### src/rtl/dib_pkg.sv
// dib_pkg: shared constants for the ddr2 interbank command logic
package dib_pkg;
  // ****************************************
  // command codes on {ras_n, cas_n, we_n}
  // ****************************************
  localparam logic [2:0] CMD_NOP   = 3'h7; // all strobes high
  localparam logic [2:0] CMD_ACT   = 3'h3; // low-high-high
  localparam logic [2:0] CMD_READ  = 3'h5; // high-low-high
  localparam logic [2:0] CMD_WRITE = 3'h4; // high-low-low
  localparam logic [2:0] CMD_PRE   = 3'h2; // low-high-low
  localparam logic [2:0] CMD_REF   = 3'h1; // low-low-high
  localparam logic [2:0] CMD_MRL   = 3'h0; // low-low-low, mode register load
  // ****************************************
  // address fields
  // ****************************************
  localparam int AP_BIT       = 10; // auto precharge select
  localparam int BURST_LSB    = 0;  // burst length field low bit
  localparam int BURST_W      = 3;  // burst length field width
  localparam int RL_LSB       = 4;  // read latency field low bit
  localparam int RL_W         = 3;
  localparam logic [1:0] MR_MAIN = 2'h0; // bank code of main mode register
  localparam logic [1:0] MR_EXT1 = 2'h1; // bank code of first extended register
  localparam int PCD_LSB      = 3;  // posted delay field in extended register
  localparam int PCD_W        = 3;
  localparam logic [2:0] BURST_CODE4 = 3'h2; // burst of four
  localparam logic [2:0] BURST_CODE8 = 3'h3; // burst of eight
  localparam logic [12:0] MR_RESET = 13'h0002; // burst four after reset
  // ****************************************
  // timing, 20 MHz system clock
  // ****************************************
  localparam int CLK_PERIOD_NS  = 50;
  localparam int ACT_COL_NS     = 15;  // activate_to_column_delay
  localparam int PRE_PERIOD_NS  = 15;  // precharge_period
  localparam int WR_RECOVER_NS  = 15;  // write_recovery_time
  localparam int ACT_COL_CYC    = (ACT_COL_NS + CLK_PERIOD_NS - 1) / CLK_PERIOD_NS;
  localparam int PRE_PERIOD_CYC = (PRE_PERIOD_NS + CLK_PERIOD_NS - 1) / CLK_PERIOD_NS;
  localparam int WR_RECOVER_CYC = (WR_RECOVER_NS + CLK_PERIOD_NS - 1) / CLK_PERIOD_NS;
  localparam int RD_PRE_GAP = 2;   // burst read to precharge gap, in half-burst units
  // ****************************************
  // bank state
  // ****************************************
  typedef enum logic [2:0] {
    DIB_IDLE, DIB_ACTIVATING, DIB_ACTIVE, DIB_READING, DIB_WRITING, DIB_RECOVER,
    DIB_PRECHARGING
  } dib_bank_e;
endpackage

### src/rtl/dib_bank.sv
// dib_bank: state and timer of one bank
module dib_bank (
  input  wire logic        clk_sys,
  input  wire logic        resetn,
  input  wire logic        act_go,      // activate this bank
  input  wire logic        col_go,      // internal column command registered
  input  wire logic        col_wr,      // column command is a write
  input  wire logic        col_ap,      // column command asks auto precharge
  input  wire logic        pre_go,      // explicit precharge
  input  wire logic [4:0]  burst_cyc,   // clocks of data burst
  output dib_pkg::dib_bank_e state,
  output logic             row_active   // bank open, column access allowed
);
  // ****************************************
  // bank timer
  // ****************************************
  dib_pkg::dib_bank_e st_reg, st_next;
  logic [4:0] tmr_reg, tmr_next;    // cycles left in current phase
  logic       ap_reg, ap_next;      // auto precharge pending
  logic       wr_reg, wr_next;      // burst is a write
  wire        tmr_done = (tmr_reg <= 5'h1);
  assign state      = st_reg;
  assign row_active = (st_reg == dib_pkg::DIB_ACTIVE) || (st_reg == dib_pkg::DIB_READING)
                   || (st_reg == dib_pkg::DIB_WRITING);

  // next state of one bank
  always_comb begin
    st_next  = st_reg;
    tmr_next = (tmr_reg == 5'h0) ? 5'h0 : tmr_reg - 5'h1;
    ap_next  = ap_reg;
    wr_next  = wr_reg;
    unique case (st_reg)
      dib_pkg::DIB_IDLE: begin
        if (act_go) begin
          st_next  = dib_pkg::DIB_ACTIVATING;
          tmr_next = 5'(dib_pkg::ACT_COL_CYC);
        end
      end
      dib_pkg::DIB_ACTIVATING: begin
        if (tmr_done) st_next = dib_pkg::DIB_ACTIVE;
      end
      dib_pkg::DIB_RECOVER: begin
        // write recovery counted as with no auto precharge
        if (tmr_done) begin
          st_next  = dib_pkg::DIB_PRECHARGING;
          tmr_next = 5'(dib_pkg::PRE_PERIOD_CYC);
        end
      end
      dib_pkg::DIB_PRECHARGING: begin
        if (tmr_done) st_next = dib_pkg::DIB_IDLE;
      end
      default: begin // active, reading, writing
        if (pre_go && !ap_reg) begin
          st_next  = dib_pkg::DIB_PRECHARGING;
          tmr_next = 5'(dib_pkg::PRE_PERIOD_CYC);
        end else if (col_go) begin
          st_next  = col_wr ? dib_pkg::DIB_WRITING : dib_pkg::DIB_READING;
          tmr_next = burst_cyc;
          ap_next  = col_ap;
          wr_next  = col_wr;
        end else if (st_reg != dib_pkg::DIB_ACTIVE && tmr_done) begin
          if (!ap_reg) begin
            st_next = dib_pkg::DIB_ACTIVE;
          end else if (wr_reg) begin
            st_next  = dib_pkg::DIB_RECOVER;
            tmr_next = 5'(dib_pkg::WR_RECOVER_CYC);
          end else begin
            // read: precharge where the earliest explicit one would start
            st_next  = dib_pkg::DIB_PRECHARGING;
            tmr_next = 5'(dib_pkg::PRE_PERIOD_CYC);
          end
          ap_next = 1'b0;
        end
      end
    endcase
  end

  // state registers
  always_ff @(posedge clk_sys) begin
    if (!resetn) begin
      st_reg  <= dib_pkg::DIB_IDLE;
      tmr_reg <= 5'h0;
      ap_reg  <= 1'b0;
      wr_reg  <= 1'b0;
    end else begin
      st_reg  <= st_next;
      tmr_reg <= tmr_next;
      ap_reg  <= ap_next;
      wr_reg  <= wr_next;
    end
  end

  AST_ACT_TO_ACTIVE: assert property (@(posedge clk_sys) disable iff (!resetn)
    (st_reg == dib_pkg::DIB_IDLE && act_go) |=> ##[1:4] (st_reg == dib_pkg::DIB_ACTIVE))
    else $error("bank did not open after activate");
  AST_WR_RECOVER: assert property (@(posedge clk_sys) disable iff (!resetn)
    (st_reg == dib_pkg::DIB_RECOVER && tmr_done) |=> (st_reg == dib_pkg::DIB_PRECHARGING))
    else $error("write recovery did not lead to precharge");
  AST_RD_AP_PRE: assert property (@(posedge clk_sys) disable iff (!resetn)
    (st_reg == dib_pkg::DIB_READING && ap_reg && tmr_done && !col_go && !pre_go)
      |=> (st_reg == dib_pkg::DIB_PRECHARGING))
    else $error("read auto precharge did not start");
endmodule

### src/rtl/dib_cmd.sv
// dib_cmd: command decode, mode registers and bank tracking of a ddr2 device
// Notes on behaviour
// - chip select high ignores new commands
// - all strobes high is a no-operation
// - strobe patterns decode to activate, read, write, precharge and mode load
// - accept other-bank commands during auto precharge
// - read auto precharge starts at earliest precharge
// - write auto precharge starts after write recovery
// - mode load: bank picks register, address supplies data
// - activate opens row until bank precharged
// - address bit ten selects auto precharge
// - read takes bank and starting column
// - posted delay postpones internal column registration
// - bank active only after activate-to-column delay
// - burst length from mode bits, four or eight
module dib_cmd #(
  parameter int NUM_BANKS = 4,   // bank count
  parameter int ADDR_W    = 13,  // address inputs
  parameter int COL_W     = 10,  // column bits
  parameter int POST_MAX  = 7    // deepest posted delay supported
) (
  input  wire logic                         clk_sys,
  input  wire logic                         resetn,
  input  wire logic                         cke_pin,       // clock enable pin
  input  wire logic                         cs_n_pin,      // chip select, active low
  input  wire logic                         ras_n_pin,
  input  wire logic                         cas_n_pin,
  input  wire logic                         we_n_pin,
  input  wire logic [$clog2(NUM_BANKS)-1:0] ba_pin,        // bank address
  input  wire logic [ADDR_W-1:0]            addr_pin,      // address inputs
  output logic                              int_col_valid, // internal column command
  output logic                              int_col_write,
  output logic                              int_col_ap,
  output logic [$clog2(NUM_BANKS)-1:0]      int_col_bank,
  output logic [COL_W-1:0]                  int_col_addr,
  output logic [ADDR_W-1:0]                 open_row [NUM_BANKS],
  output logic [NUM_BANKS-1:0]              bank_active,   // row open per bank
  output logic [NUM_BANKS-1:0]              bank_idle,
  output logic [3:0]                        burst_length_setting,
  output logic [2:0]                        read_latency,
  output logic [2:0]                        posted_command_delay,
  output logic [ADDR_W-1:0]                 mode_main,
  output logic [ADDR_W-1:0]                 mode_ext1
);
  localparam int BA_W = $clog2(NUM_BANKS);
  // column bits must stay below the auto precharge bit; the tap is three bits wide
  if (COL_W > dib_pkg::AP_BIT || ADDR_W <= dib_pkg::AP_BIT || POST_MAX > 7 || POST_MAX < 1
      || NUM_BANKS < 2) begin : g_bad_params
    $error("dib_cmd: unsupported parameters");
  end

  // ****************************************
  // pin synchronisers
  // ****************************************
  localparam int PIN_W = 5 + BA_W + ADDR_W;
  logic [PIN_W-1:0] pin_meta_reg, pin_sync_reg; // first stage feeds only the second
  always_ff @(posedge clk_sys) begin
    if (!resetn) begin
      pin_meta_reg <= '1;
      pin_sync_reg <= '1;
    end else begin
      pin_meta_reg <= {cke_pin, cs_n_pin, ras_n_pin, cas_n_pin, we_n_pin, ba_pin, addr_pin};
      pin_sync_reg <= pin_meta_reg;
    end
  end

  // ****************************************
  // command decode
  // ****************************************
  logic cke_prev_reg; // clock enable one cycle back
  always_ff @(posedge clk_sys) begin
    if (!resetn) cke_prev_reg <= 1'b0;
    else         cke_prev_reg <= pin_sync_reg[PIN_W-1];
  end
  wire              cke_now  = pin_sync_reg[PIN_W-1];
  wire              cs_n     = pin_sync_reg[PIN_W-2];
  wire [2:0]        strobes  = pin_sync_reg[PIN_W-3 -: 3];
  wire [BA_W-1:0]   cmd_bank = pin_sync_reg[ADDR_W +: BA_W];
  wire [ADDR_W-1:0] cmd_addr = pin_sync_reg[ADDR_W-1:0];
  // commands count only with clock enable high now and before
  wire cmd_ok   = cke_now && cke_prev_reg && !cs_n;
  wire is_nop   = (strobes == dib_pkg::CMD_NOP);
  wire is_act   = cmd_ok && (strobes == dib_pkg::CMD_ACT);
  wire is_read  = cmd_ok && (strobes == dib_pkg::CMD_READ);
  wire is_write = cmd_ok && (strobes == dib_pkg::CMD_WRITE);
  wire is_pre   = cmd_ok && (strobes == dib_pkg::CMD_PRE);
  wire is_mrl   = cmd_ok && (strobes == dib_pkg::CMD_MRL) && (&bank_idle);
  wire is_col   = is_read || is_write;
  wire pre_all  = cmd_addr[dib_pkg::AP_BIT]; // precharge every bank

  // ****************************************
  // mode registers
  // ****************************************
  logic [ADDR_W-1:0] mode_main_reg, mode_ext1_reg;
  // bank address selects register, address carries contents
  always_ff @(posedge clk_sys) begin
    if (!resetn) begin
      mode_main_reg <= ADDR_W'(dib_pkg::MR_RESET);
      mode_ext1_reg <= '0;
    end else if (is_mrl) begin
      if (2'(cmd_bank) == dib_pkg::MR_MAIN) mode_main_reg <= cmd_addr;
      if (2'(cmd_bank) == dib_pkg::MR_EXT1) mode_ext1_reg <= cmd_addr;
    end
  end
  assign mode_main = mode_main_reg;
  assign mode_ext1 = mode_ext1_reg;
  wire [2:0] burst_code = mode_main_reg[dib_pkg::BURST_LSB +: dib_pkg::BURST_W];
  // only four and eight are served; any other code falls back to four
  assign burst_length_setting = (burst_code == dib_pkg::BURST_CODE8) ? 4'h8 : 4'h4;
  assign read_latency         = mode_main_reg[dib_pkg::RL_LSB +: dib_pkg::RL_W];
  wire [2:0] pcd_raw = mode_ext1_reg[dib_pkg::PCD_LSB +: dib_pkg::PCD_W];
  assign posted_command_delay = (pcd_raw > 3'(POST_MAX)) ? 3'(POST_MAX) : pcd_raw;
  wire [4:0] burst_cyc = {2'h0, burst_length_setting[3:1]}; // half the burst

  // ****************************************
  // posted column command delay line
  // ****************************************
  // one slot per cycle of delay; a column command can arrive every cycle
  localparam int CW = 2 + BA_W + COL_W;
  logic [CW-1:0]     post_data_reg [POST_MAX+1];
  logic [POST_MAX:0] post_vld_reg;
  wire  [CW-1:0]     col_word = {is_write, cmd_addr[dib_pkg::AP_BIT], cmd_bank,
                                 cmd_addr[COL_W-1:0]};
  // shift every cycle; the tap picks the programmed delay
  always_ff @(posedge clk_sys) begin
    if (!resetn) begin
      post_vld_reg <= '0;
      for (int i = 0; i <= POST_MAX; i++) post_data_reg[i] <= '0;
    end else begin
      post_vld_reg[0]  <= is_col;
      post_data_reg[0] <= col_word;
      for (int i = 1; i <= POST_MAX; i++) begin
        post_vld_reg[i]  <= post_vld_reg[i-1];
        post_data_reg[i] <= post_data_reg[i-1];
      end
    end
  end
  // zero delay takes the command straight from decode
  wire          tap_zero = (posted_command_delay == 3'h0);
  wire          tap_vld  = tap_zero ? is_col : post_vld_reg[posted_command_delay - 3'h1];
  wire [CW-1:0] tap_data = tap_zero ? col_word : post_data_reg[posted_command_delay - 3'h1];
  wire [BA_W-1:0] tap_bank = tap_data[COL_W +: BA_W];

  // registered internal column command
  always_ff @(posedge clk_sys) begin
    if (!resetn) begin
      int_col_valid <= 1'b0;
      int_col_write <= 1'b0;
      int_col_ap    <= 1'b0;
      int_col_bank  <= '0;
      int_col_addr  <= '0;
    end else begin
      int_col_valid <= tap_vld && bank_active[tap_bank];
      int_col_write <= tap_data[CW-1];
      int_col_ap    <= tap_data[CW-2];
      int_col_bank  <= tap_bank;
      int_col_addr  <= tap_data[COL_W-1:0];
    end
  end

  // ****************************************
  // banks
  // ****************************************
  // each bank takes commands addressed to it; others keep running untouched, except on precharge all
  for (genvar b = 0; b < NUM_BANKS; b++) begin : g_bank
    wire hit = (cmd_bank == BA_W'(b));
    dib_pkg::dib_bank_e bst;
    dib_bank u_bank (
      .clk_sys    (clk_sys),
      .resetn     (resetn),
      .act_go     (is_act && hit),
      .col_go     (tap_vld && tap_bank == BA_W'(b)),
      .col_wr     (tap_data[CW-1]),
      .col_ap     (tap_data[CW-2]),
      .pre_go     (is_pre && (hit || pre_all)),
      .burst_cyc  (burst_cyc),
      .state      (bst),
      .row_active (bank_active[b])
    );
    assign bank_idle[b] = (bst == dib_pkg::DIB_IDLE);
    // row latched on activate, held until the next activate
    always_ff @(posedge clk_sys) begin
      if (!resetn)                              open_row[b] <= '0;
      else if (is_act && hit && bank_idle[b])   open_row[b] <= cmd_addr;
    end
  end

  // ****************************************
  // checks
  // ****************************************
  AST_DESELECT_IDLE: assert property (@(posedge clk_sys) disable iff (!resetn)
    (cs_n && tap_zero) |=> !int_col_valid)
    else $error("column command taken while deselected");
  AST_NOP_NO_LOAD: assert property (@(posedge clk_sys) disable iff (!resetn)
    (is_nop || cs_n) |=> $stable(mode_main_reg) && $stable(mode_ext1_reg))
    else $error("mode register changed on no-operation");
  AST_WRITE_DECODE: assert property (@(posedge clk_sys) disable iff (!resetn)
    (is_write && tap_zero && bank_active[cmd_bank]) |=> (int_col_valid && int_col_write))
    else $error("write not decoded");
  AST_MODE_LOAD: assert property (@(posedge clk_sys) disable iff (!resetn)
    (is_mrl && 2'(cmd_bank) == dib_pkg::MR_MAIN) |=> (mode_main_reg == $past(cmd_addr)))
    else $error("main mode register not loaded");
  AST_AP_BIT: assert property (@(posedge clk_sys) disable iff (!resetn)
    (is_read && tap_zero) |=> (int_col_ap == $past(cmd_addr[dib_pkg::AP_BIT])))
    else $error("auto precharge bit lost");
  AST_BURST_LEN: assert property (@(posedge clk_sys) disable iff (!resetn)
    (burst_length_setting == 4'h4) || (burst_length_setting == 4'h8))
    else $error("burst length not four or eight");
  AST_POSTED: assert property (@(posedge clk_sys) disable iff (!resetn)
    (is_col && posted_command_delay == 3'h2 && $stable(posted_command_delay))
      |-> ##2 tap_vld)
    else $error("posted column command not delayed");
  AST_OTHER_BANK: assert property (@(posedge clk_sys) disable iff (!resetn)
    (is_act && bank_idle[cmd_bank] && !(&bank_idle))
      |=> !bank_idle[$past(cmd_bank)])
    else $error("activate refused while other bank busy");
endmodule

### config.mk
export PLATFORM = sky130hd
export DESIGN_NAME = dib_cmd
export DESIGN_NICKNAME = d
export VERILOG_FILES = /design/src/rtl/dib_pkg.sv /design/src/rtl/dib_bank.sv /design/src/rtl/dib_cmd.sv
export SDC_FILE = /design/constraint.sdc
export NUM_CORES = 1
export LEC_CHECK = 0
export ABC_CLOCK_PERIOD_IN_PS = 4100
export BUFFER_PORTS_ARGS = -buffer_cell sky130_fd_sc_hd__buf_2
export CORE_UTILIZATION = 50
export CTS_CLUSTER_DIAMETER = 30
export DETAILED_ROUTE_END_ITERATION = 7
export PLACE_DENSITY = 0.76
export SLEW_MARGIN = 25
export SYNTH_ARGS = -nofsm -noshare
export SYNTH_HDL_FRONTEND = slang
export SYNTH_SLANG_ARGS = --single-unit
export TNS_END_PERCENT = 5
### constraint.sdc
create_clock -name clk_sys -period 4.1 [get_ports clk_sys]
set_clock_uncertainty 0.2 [all_clocks]
set_input_delay 0.41 -clock clk_sys [delete_from_list [all_inputs] [get_ports clk_sys]]
set_output_delay 0.41 -clock clk_sys [all_outputs]
set_load 0.02 [all_outputs]
After elaboration in Yosys (flattened, before gate mapping)
Memory sizes are Yosys's and may differ from the RTL's.
Cells that the tools add are included.
- add/subtract/negate cells: 5
- magnitude comparators: 7
- equality and inequality tests: 55
- multiplexer cells: 99
- bitwise logic cells: 16
- reduce and logical (&&, ||, !) cells: 94
- operators with widths (operator ; count):
    5-bit 2-to-1 mux ; 28
    14-bit 2-to-1 mux ; 9
    3-bit 2-to-1 mux ; 34
    5-bit one-hot mux with 3 select lines ; 4
    3-bit one-hot mux with 4 select lines ; 4
    3-bit == test, second input constant ; 14
    3-bit by 2-bit == test with 1-bit output, second input constant ; 11
    1-bit logical AND ; 33
    2-bit by 1-bit != test with 1-bit output, second input constant ; 16
    7-bit nonzero test ; 4
    3-bit AND reduction ; 8
    5-bit by 1-bit less-or-equal comparator with 1-bit output, second input constant ; 4
    5-bit logical NOT ; 4
    5-bit AND reduction ; 4
    5-bit by 1-bit subtractor with 5-bit output, second input constant ; 4
    3-bit logical NOT ; 6
    4-bit OR reduction ; 4
    1-bit logical OR ; 13
    1-bit 2-to-1 mux ; 13
    3-bit by 1-bit == test with 1-bit output, second input constant ; 4
    3-bit by 2-bit != test with 1-bit output, second input constant ; 4
    2-bit == test, second input constant ; 4
    2-bit 2-to-1 mux ; 4
    1-bit NOT ; 8
    15 further kinds ; 35
- flip-flop bits (word level): 182
- memory bits (writable): 112
- input bits: 22
- output and inout bits: 111
- word-level logic and storage cells: 308
- memories: 1
- memory list (name ; words ; width ; rd ports ; clocked after memory_dff ; wr ports ; RTL line ; RTL):
    post_data_reg ; 8 ; 14 ; 8 ; 0 ; 8 ; dib_cmd.sv:120 ; logic [CW-1:0] post_data_reg [POST_MAX+1];

Longest topological paths before layout
Gate-level depths: netlist of the first run.
- word-level depth: 10
- gate-level depth with buffers: 15
- mapped depth without buffers: 9

By module
From an unflattened synthesis of the first run, not the netlist that was laid out.
- cell total of the unflattened synthesis: 1231
- area, all modules: 12467.0 µm²
- modules (own cells, without submodules) (module ; instances ; cells each ; area each (µm²) ; sequential area each (µm²)):
    dib_cmd ; 1 ; 814 ; 9232.6 ; 5084.9
    dib_bank at g_bank[0].u_bank ... ; 3 ; 105 ; 809.5 ; 200.2
    dib_bank at g_bank[3].u_bank ; 1 ; 102 ; 805.8 ; 200.2

Worst setup path after synthesis of the first run
No wires, ideal clock.
- path kind: register -> register
- from: register mode_ext1_reg[3] (netlist: mode_ext1[3])
- to: register g_bank[2].u_bank.st_reg[2]
- library setup time: 121 ps
- arrival: 3578 ps
- data required time: 3779 ps
- setup slack: 201 ps
- stages on the path, launching flop included: 14
- path buffers: 4
- period minus slack after synthesis: 3899 ps
- cell sequence: dfxtp_1 buf_2 buf_1 nor2_1 ha_1 clkbuf_1 nor2b_1 a22o_1 o31a_1 buf_2 nor3_2 mux2_2 o21ai_0 a21oi_1
- longest elaborated chain between the ends: 10
- elaborated cells on any way between the ends: 17
- those cells by class: 1 x add/sub; 1 x order compare; 1 x eq/ne; 9 x mux; 4 x reduce/logical; 1 x memory
- RTL lines (what ; RTL line ; RTL):
    start, declared ; dib_cmd.sv:94 ; logic [ADDR_W-1:0] mode_main_reg, mode_ext1_reg;
    start signal, assigned ; dib_cmd.sv:102 ; if (2'(cmd_bank) == dib_pkg::MR_EXT1) mode_ext1_reg <= cmd_addr;
    3-bit greater-than comparator ; dib_cmd.sv:112 ; assign posted_command_delay = (pcd_raw > 3'(POST_MAX)) ? 3'(POST_MAX) : pcd_raw;
    3-bit 2-to-1 mux (*) ; dib_cmd.sv:112 ;
    3-bit by 1-bit subtractor with 3-bit output ; dib_cmd.sv:140, dib_cmd.sv:141 ;
    memory 8 x 14 bit or 1-bit binary-select mux with 3-bit select (tied branches) ; n/a ;
    14-bit 2-to-1 mux or 1-bit 2-to-1 mux (tied branches) ; dib_cmd.sv:141, dib_cmd.sv:140 ;
    2-bit == test or 1-bit 2-to-1 mux (tied branches) ; dib_cmd.sv:172, dib_cmd.sv:140 ;
    1-bit logical AND ; dib_cmd.sv:172 ; .col_go (tap_vld && tap_bank == BA_W'(b)),
    3-bit 2-to-1 mux ; dib_bank.sv:56 ; end else if (col_go) begin
    3-bit 2-to-1 mux ; dib_bank.sv:53 ; if (pre_go && !ap_reg) begin
    3-bit one-hot mux with 4 select lines ; dib_bank.sv:32 ; unique case (st_reg)
    end signal, assigned ; dib_bank.sv:81 ; st_reg <= dib_pkg::DIB_IDLE;
    end signal, assigned ; dib_bank.sv:86 ; st_reg <= st_next;
    end, declared ; dib_bank.sv:17 ; dib_pkg::dib_bank_e st_reg, st_next;
Every way passes the cells marked *; elsewhere a longest branch is shown, timed or not. The select of a mux whose other input is x is not followed.
A chain may end at the register's enable or synchronous reset.

Worst setup path after layout of the first run
- from: register mode_ext1_reg[5] (netlist: mode_ext1[5])
- to: register g_bank[1].u_bank.st_reg[2]
- longest elaborated chain between the ends: 10
- elaborated cells on any way between the ends: 17
- those cells by class: 1 x add/sub; 1 x order compare; 1 x eq/ne; 9 x mux; 4 x reduce/logical; 1 x memory
- RTL lines (what ; RTL line):
    3-bit greater-than comparator ; dib_cmd.sv:112
    3-bit 2-to-1 mux (*) ; dib_cmd.sv:112
    3-bit by 1-bit subtractor with 3-bit output ; dib_cmd.sv:140, dib_cmd.sv:141
    memory 8 x 14 bit or 1-bit binary-select mux with 3-bit select (tied branches) ; n/a
    14-bit 2-to-1 mux or 1-bit 2-to-1 mux (tied branches) ; dib_cmd.sv:141, dib_cmd.sv:140
    2-bit by 1-bit == test with 1-bit output or 1-bit 2-to-1 mux (tied branches) ; dib_cmd.sv:172, dib_cmd.sv:140
    1-bit logical AND ; dib_cmd.sv:172
    3-bit 2-to-1 mux ; dib_bank.sv:56
    3-bit 2-to-1 mux ; dib_bank.sv:53
    3-bit one-hot mux with 4 select lines ; dib_bank.sv:32
    end signal, assigned ; dib_bank.sv:81
    end signal, assigned ; dib_bank.sv:86
    end, declared ; dib_bank.sv:17
Marks and branches as above.

==> results of run 1 <==
==> cell families after synthesis <==
group	count (synthesis)	synth area share
adders and majority gates	13	0.0136
other	1	0.000314
buffers and inverters	122	0.0429
AOI/OAI and AO/OA	197	0.119
and+or+nand+nor	510	0.221
xor gates and xnor gates	16	0.0117
muxes	86	0.0991
DFF	294	0.492
==> placed cells by master, fill, tap and decap left out, types with 5 or more instances in the layout <==
cell,n
ha_1,13
buf_2,129
a31oi_1,5
nor2_1,52
and3_1,6
buf_4,12
o211ai_1,5
nand2b_1,50
nor2b_1,32
mux2_2,5
mux2i_1,55
nand2_1,160
clkinvlp_4,7
o21a_1,9
clkinv_4,7
xor2_1,6
and2_1,141
clkbuf_16,54
bufinv_16,7
a21oi_1,16
nand3_1,20
nor3_1,21
xnor2_1,10
dfxtp_1,292
o21ai_0,46
a211oi_1,5
inv_6,5
mux4_2,25
a21boi_0,53
inv_1,29
a22o_1,5
o22ai_1,7
dlygate4sd3_1,20
clkinv_2,11
or3_1,6
==> worst max-delay path by stage <==
| stage | start | endpoint | slack [ps] | depth (start not counted) |
|---|---|---|---|---|
| after floorplan | mode_ext1[3] | g_bank[2].u_bank.state[2] | 200 | 13 |
| after global placement | mode_ext1[5] | g_bank[1].u_bank.state[1] | 620 | 9 |
| after detailed placement | mode_ext1[5] | g_bank[1].u_bank.state[1] | 510 | 9 |
| after CTS | mode_ext1[5] | g_bank[1].u_bank.state[1] | 480 | 9 |
| after global routing | mode_ext1[5] | g_bank[1].u_bank.state[1] | 210 | 9 |
| final | mode_ext1[5] | g_bank[1].u_bank.state[2] | 470 | 9 |
==> critical path, delay by kind of cell, from the launching register on <==
kind,cells,cell delay [ps]
buf+inv,1,60
compound gates,4,1400
simple gates,3,870
fa+ha+maj,1,690
flops,1,350
==> per-layer routing <==
| layer | share of wire | up-vias |
|---|---|---|
| met4 | 0.020 | 0 |
| met5 | 0 | - |
| met2 | 0.48 | 308 |
| met1 | 0.43 | 4419 |
| met3 | 0.072 | 60 |
| li1 | - | 4445 |
==> power by group through the flow <==
stage / combinational [mW] / sequential (mW) / clock, mW
after floorplan: 0.602 / 3.12 / 0
after global placement: 0.727 / 3.15 / 0
after detailed placement: 0.756 / 3.15 / 0
after CTS: 0.790 / 3.09 / 4.48
after global routing: 0.892 / 3.11 / 4.61
final: 0.787 / 3.10 / 4.43
==> metrics by stage <==
step | utilization | cell area, sq um
detailed placement | 0.543 | 12700
finish | 0.630 | 14800
global route | 0.630 | 14800
CTS | 0.630 | 14800
floorplan | - | 12000
global placement | 0.543 | 12700
==> cell type report <==
cell class	instances	area share
Sequential cell	294	0.398
Multi-Input combinational cell	824	0.377
Clock buffer	60	0.0956
Timing Repair Buffer	163	0.0654
Clock inverter	38	0.0297
Tap cell	319	0.0270
Inverter	30	0.00761
==> results.md, run 1 <==
* Status: completed
* Slowest cell on crit path: ha_1
* HPWL Detailed at 18100 um
* Hold_ws at 89.3 ps
* Dpl cells at 1610
* Mean Syn Cell Area at 9.65 sq um
* Vias in the first global route at 8858
* Reg clk slew, reported paths at 50 ps
* Hold path depth at 2
* Flop pwr share at 0.372
* Synth top area share at 0.492
* Area growth syn-to-layout at 23.8%
* #FFs+latches synth at 294
* DR vias/cell at 5.34
* Top fanout value on the critical path at 14
* Final Net Count at 1401
* Slack of the critical path at 472 ps
* Hold wc startpoint: resetn
* Most numerous cell in the Yosys netlist: dfxtp_1
* Hold buffer count at CTS at 20
* Placer Congestion at 0.923
* Vias at 9232
* Drt initial violations at 786
* Remaining DRCs at 0
* Clock share of power at 0.533
* Max FFs per register at 112
* Clock sinks at 294
* Slew headroom at 0.367
* Worst IR Drop VDD at 0.441 mV
* Reg area at 5890 sq um
* GRT Overall Usage at 0.234
* Non-Filler Instances at 1728
* Comb pwr share at 0.095
* Top post-synthesis cells by area: dfxtp_1, and2_1, nand2_1
* Switch share at 0.246
* Crit end category: flop
* Clock buffer depth at 3
* IO Count at 133
* Leakage at 6.00 nW
* # fillers at 1793
* Asr flop ratio synth at 0
* Critical path type: reg -> reg
* CP arrival at 3920 ps
* Post-cts gate resize count at 0
* Slew Viols, Final at 0
* CP startpoint kind: flop
* Distinct cells, synth at 74
* Clock root buffer: clkbuf_16
* Pre-CTS setup slack at 511 ps
* Die Wd at 157 um
* Worst-Margin Slew at 946 ps
* Pin count of the biggest net entering global routing at 181
* Die area at 24500 sq um
* TritonCTS clock tree: done
* Mapped Area at 12000 sq um
* Final hold vios at 0
* Cts bufs inserted at 53
* Starting Density at 0.509
* Max-Cap Viols at 0
* Footprint of the multi-input gates at 5580 sq um
* Cell Int Power at 6.27 mW
* Total Wirelength at 28900 um
* Core area at 23500 sq um
* Minimum clock period at 3630 ps
* PwrDens at 562 nW/um^2
* Tcrit/Tclk final at 0.885
* Drt pass-1 iters at 5
* Ys flop type: dfxtp_1
* Cell taking the most area after synthesis: dfxtp_1
* First-pass GRT wire length at 45200 um
* Post-route ant nets at 0
* Met3 Usage GRT at 0.0648
* Synth Warn # at 0
* Fmax at 276 MHz
* I/O Buffers at 130
* Cell Rows at 56
* Gate Count Post-Synth at 1239
* Post-synth top cells: dfxtp_1, nand2_1, and2_1
* NetSw at 2.05 mW
* Sequential-to-total area share from yosys stat at 0.492
* Worst hold path endpoint: pin_meta_reg[15]
* Post-route setup TNS at 0 ps
* Worst R2R Setup Slack at 470 ps
* # Post-CTS Setup Buffers at 0
* Worst path required time at 4390 ps
* Die Span Y at 157 um
* Global-route met1 utilization at 0.290
* Antenna Cells at 0
* Clock Latency Late Sink at 550 ps
* FF-to-FF Start: mode_ext1[5]
* Hold crit path type: in -> reg
* Antenna violations before repair at 0
* Share of cells above drive strength 1 at 0.209
* R2r endpoint: g_bank[1].u_bank.state[2]
* Overall power at 8.31 mW
* Grt peak-use layer: met2
* H-tree levels at 2
* Global route overflow at 0
* Setup violators final at 0
* RSZ-0062 raised after global routing: no
* EDFF count, synth at 0
* Routed WL per cell at 16.7 um
* Worst reg-to-reg path cell count at 9
* Crit-path cells: inv_1, ha_1, nand2_1, o22ai_1, o31a_1, nand3_1, a31oi_2, a31oi_1, and3b_1
* GR Util met2 at 0.393
* Worst path max stage delay at 690 ps
Power figures use the tool's default switching activity.
==> run 2: changes to the inputs <==
- CTS_CLUSTER_DIAMETER: 30 -> 150
- RECOVER_POWER: unset -> 50
==> results.md, run 2 (synthesized netlist as in run 1, its figures left out) <==
* Status: complete, but fails checks
* Failing checks: capacitance limit, slew limit
* FF-to-FF Start: mode_ext1[5]
* Cell Rows at 56
* Starting Density at 0.509
* Drt pass-1 iters at 5
* Clock sinks at 294
* Max-Cap Viols at 1
* IO Count at 133
* DR vias/cell at 5.33
* Vias in the first global route at 8493
* Leakage at 5.38 nW
* Die Wd at 157 um
* Core area at 23500 sq um
* R2r endpoint: g_bank[1].u_bank.state[2]
* Total Wirelength at 27700 um
* Slew headroom at -0.842
* Setup violators final at 0
* Cts bufs inserted at 30
* Share of cells above drive strength 1 at 0.149
* Minimum clock period at 3630 ps
* Most common cell after layout, fill and taps aside: dfxtp_1
* PwrDens at 469 nW/um^2
* Antenna Cells at 0
* Clock root buffer: clkbuf_16
* Antenna violations before repair at 0
* Slew Viols, Final at 181
* Hold path depth at 2
* Pin count of the biggest net entering global routing at 181
* Worst path required time at 4340 ps
* Final hold vios at 0
* Critical path type: reg -> reg
* HPWL Detailed at 18100 um
* TritonCTS clock tree: done
* Crit end category: flop
* Top fanout value on the critical path at 14
* Clock Latency Late Sink at 550 ps
* Max FFs per register at 112
* Hold wc startpoint: resetn
* Clock buffer depth at 3
* Tcrit/Tclk final at 0.886
* Area growth syn-to-layout at 15.5%
* CP startpoint kind: flop
* Placer Congestion at 0.923
* Worst-Margin Slew at 2760 ps
* Worst IR Drop VDD at 0.427 mV
* Commonest non-fill, non-tap cells in the layout: dfxtp_1, nand2_1, and2_1
* Vias at 8944
* Die Span Y at 157 um
* I/O Buffers at 130
* Overall power at 6.48 mW
* Post-route setup TNS at 0 ps
* Reg clk slew, reported paths at 60 ps
* Worst R2R Setup Slack at 470 ps
* H-tree levels at 1
* Post-cts gate resize count at 0
* Die area at 24500 sq um
* Remaining DRCs at 0
* CP arrival at 3870 ps
* Hold buffer count at CTS at 20
* Drt initial violations at 604
* Final Net Count at 1378
* RSZ-0062 raised after global routing: no
* Global route overflow at 0
* GRT Overall Usage at 0.225
* Worst hold path endpoint: pin_meta_reg[16]
* Post-route ant nets at 0
* Worst reg-to-reg path cell count at 9
* First-pass GRT wire length at 43800 um
* # Post-CTS Setup Buffers at 0
* Fmax at 275 MHz
* Routed WL per cell at 16.5 um
* Hold crit path type: in -> reg
## run 2: cell count changes in the layout (fill, tap and decap cells not counted), moves of 4 or more
| cell | before | now |
|---|---|---|
| and2_1 | 141 | 119 |
| bufinv_16 | 7 | 2 |
| clkinv_4 | 7 | 0 |
| clkinv_2 | 11 | 7 |
| clkbuf_1 | 2 | 45 |
| and2_0 | 0 | 22 |
| inv_6 | 5 | 0 |
| clkinvlp_4 | 7 | 1 |
| clkbuf_16 | 54 | 31 |
| buf_2 | 129 | 89 |
## run 2: critical path: stages (launching register included)
cell and delay [ps]:
dfxtp_1 360, inv_1 60, ha_1 690, nand2_1 150
o22ai_1 240, o31a_1 510, nand3_1 470, a31oi_2 500
nand3_1 140, and3b_1 220
## run 2: worst max path at each step
stage	cells past startpoint	from	to	slack [ps]
finish	9	mode_ext1[5]	g_bank[1].u_bank.state[2]	470
global route	9	mode_ext1[5]	g_bank[1].u_bank.state[2]	220
CTS	9	mode_ext1[5]	g_bank[1].u_bank.state[2]	480
detailed placement	9	mode_ext1[5]	g_bank[1].u_bank.state[1]	510
global placement	9	mode_ext1[5]	g_bank[1].u_bank.state[1]	620
floorplan	13	mode_ext1[3]	g_bank[2].u_bank.state[2]	200
## run 2: per-layer routing
layer  vias to the layer above  global-route usage  wire [um]
met5                         -                   0          0
met4                         0              0.0616        516
met3                        38              0.0540       1910
met2                       250               0.375      13200
met1                      4282               0.291      12100
li1                       4374                   -          -
## run 2: power by group
| part | internal (mW) | switching [mW] | total (mW) |
|---|---|---|---|
| clock network | 1.54 | 1.07 | 2.61 |
| logic | 0.345 | 0.437 | 0.782 |
| registers | 2.98 | 0.107 | 3.09 |
| total | 4.87 | 1.61 | 6.48 |
## run 2: cell type report
class	count	area, sq um
Inverter	30	113
Clock inverter	10	103
Timing Repair Buffer	163	898
Fill cell	1961	9660
Clock buffer	38	832
Multi-Input combinational cell	824	5580
Tap cell	319	399
Sequential cell	294	5890
## run 2: stage by stage
stage / utilization / instance area, sq um / worst slack, ps / hold WS (ps) / cells
after floorplan: - / 12000 / 201 / 186 / 1240
after global placement: 0.543 / 12700 / 621 / 187 / 1610
after detailed placement: 0.543 / 12700 / 511 / 194 / 1610
after CTS: 0.591 / 13900 / 478 / 86.1 / 1678
after global routing: 0.588 / 13800 / 224 / 118 / 1678
final: 0.588 / 13800 / 466 / 72.9 / 1678
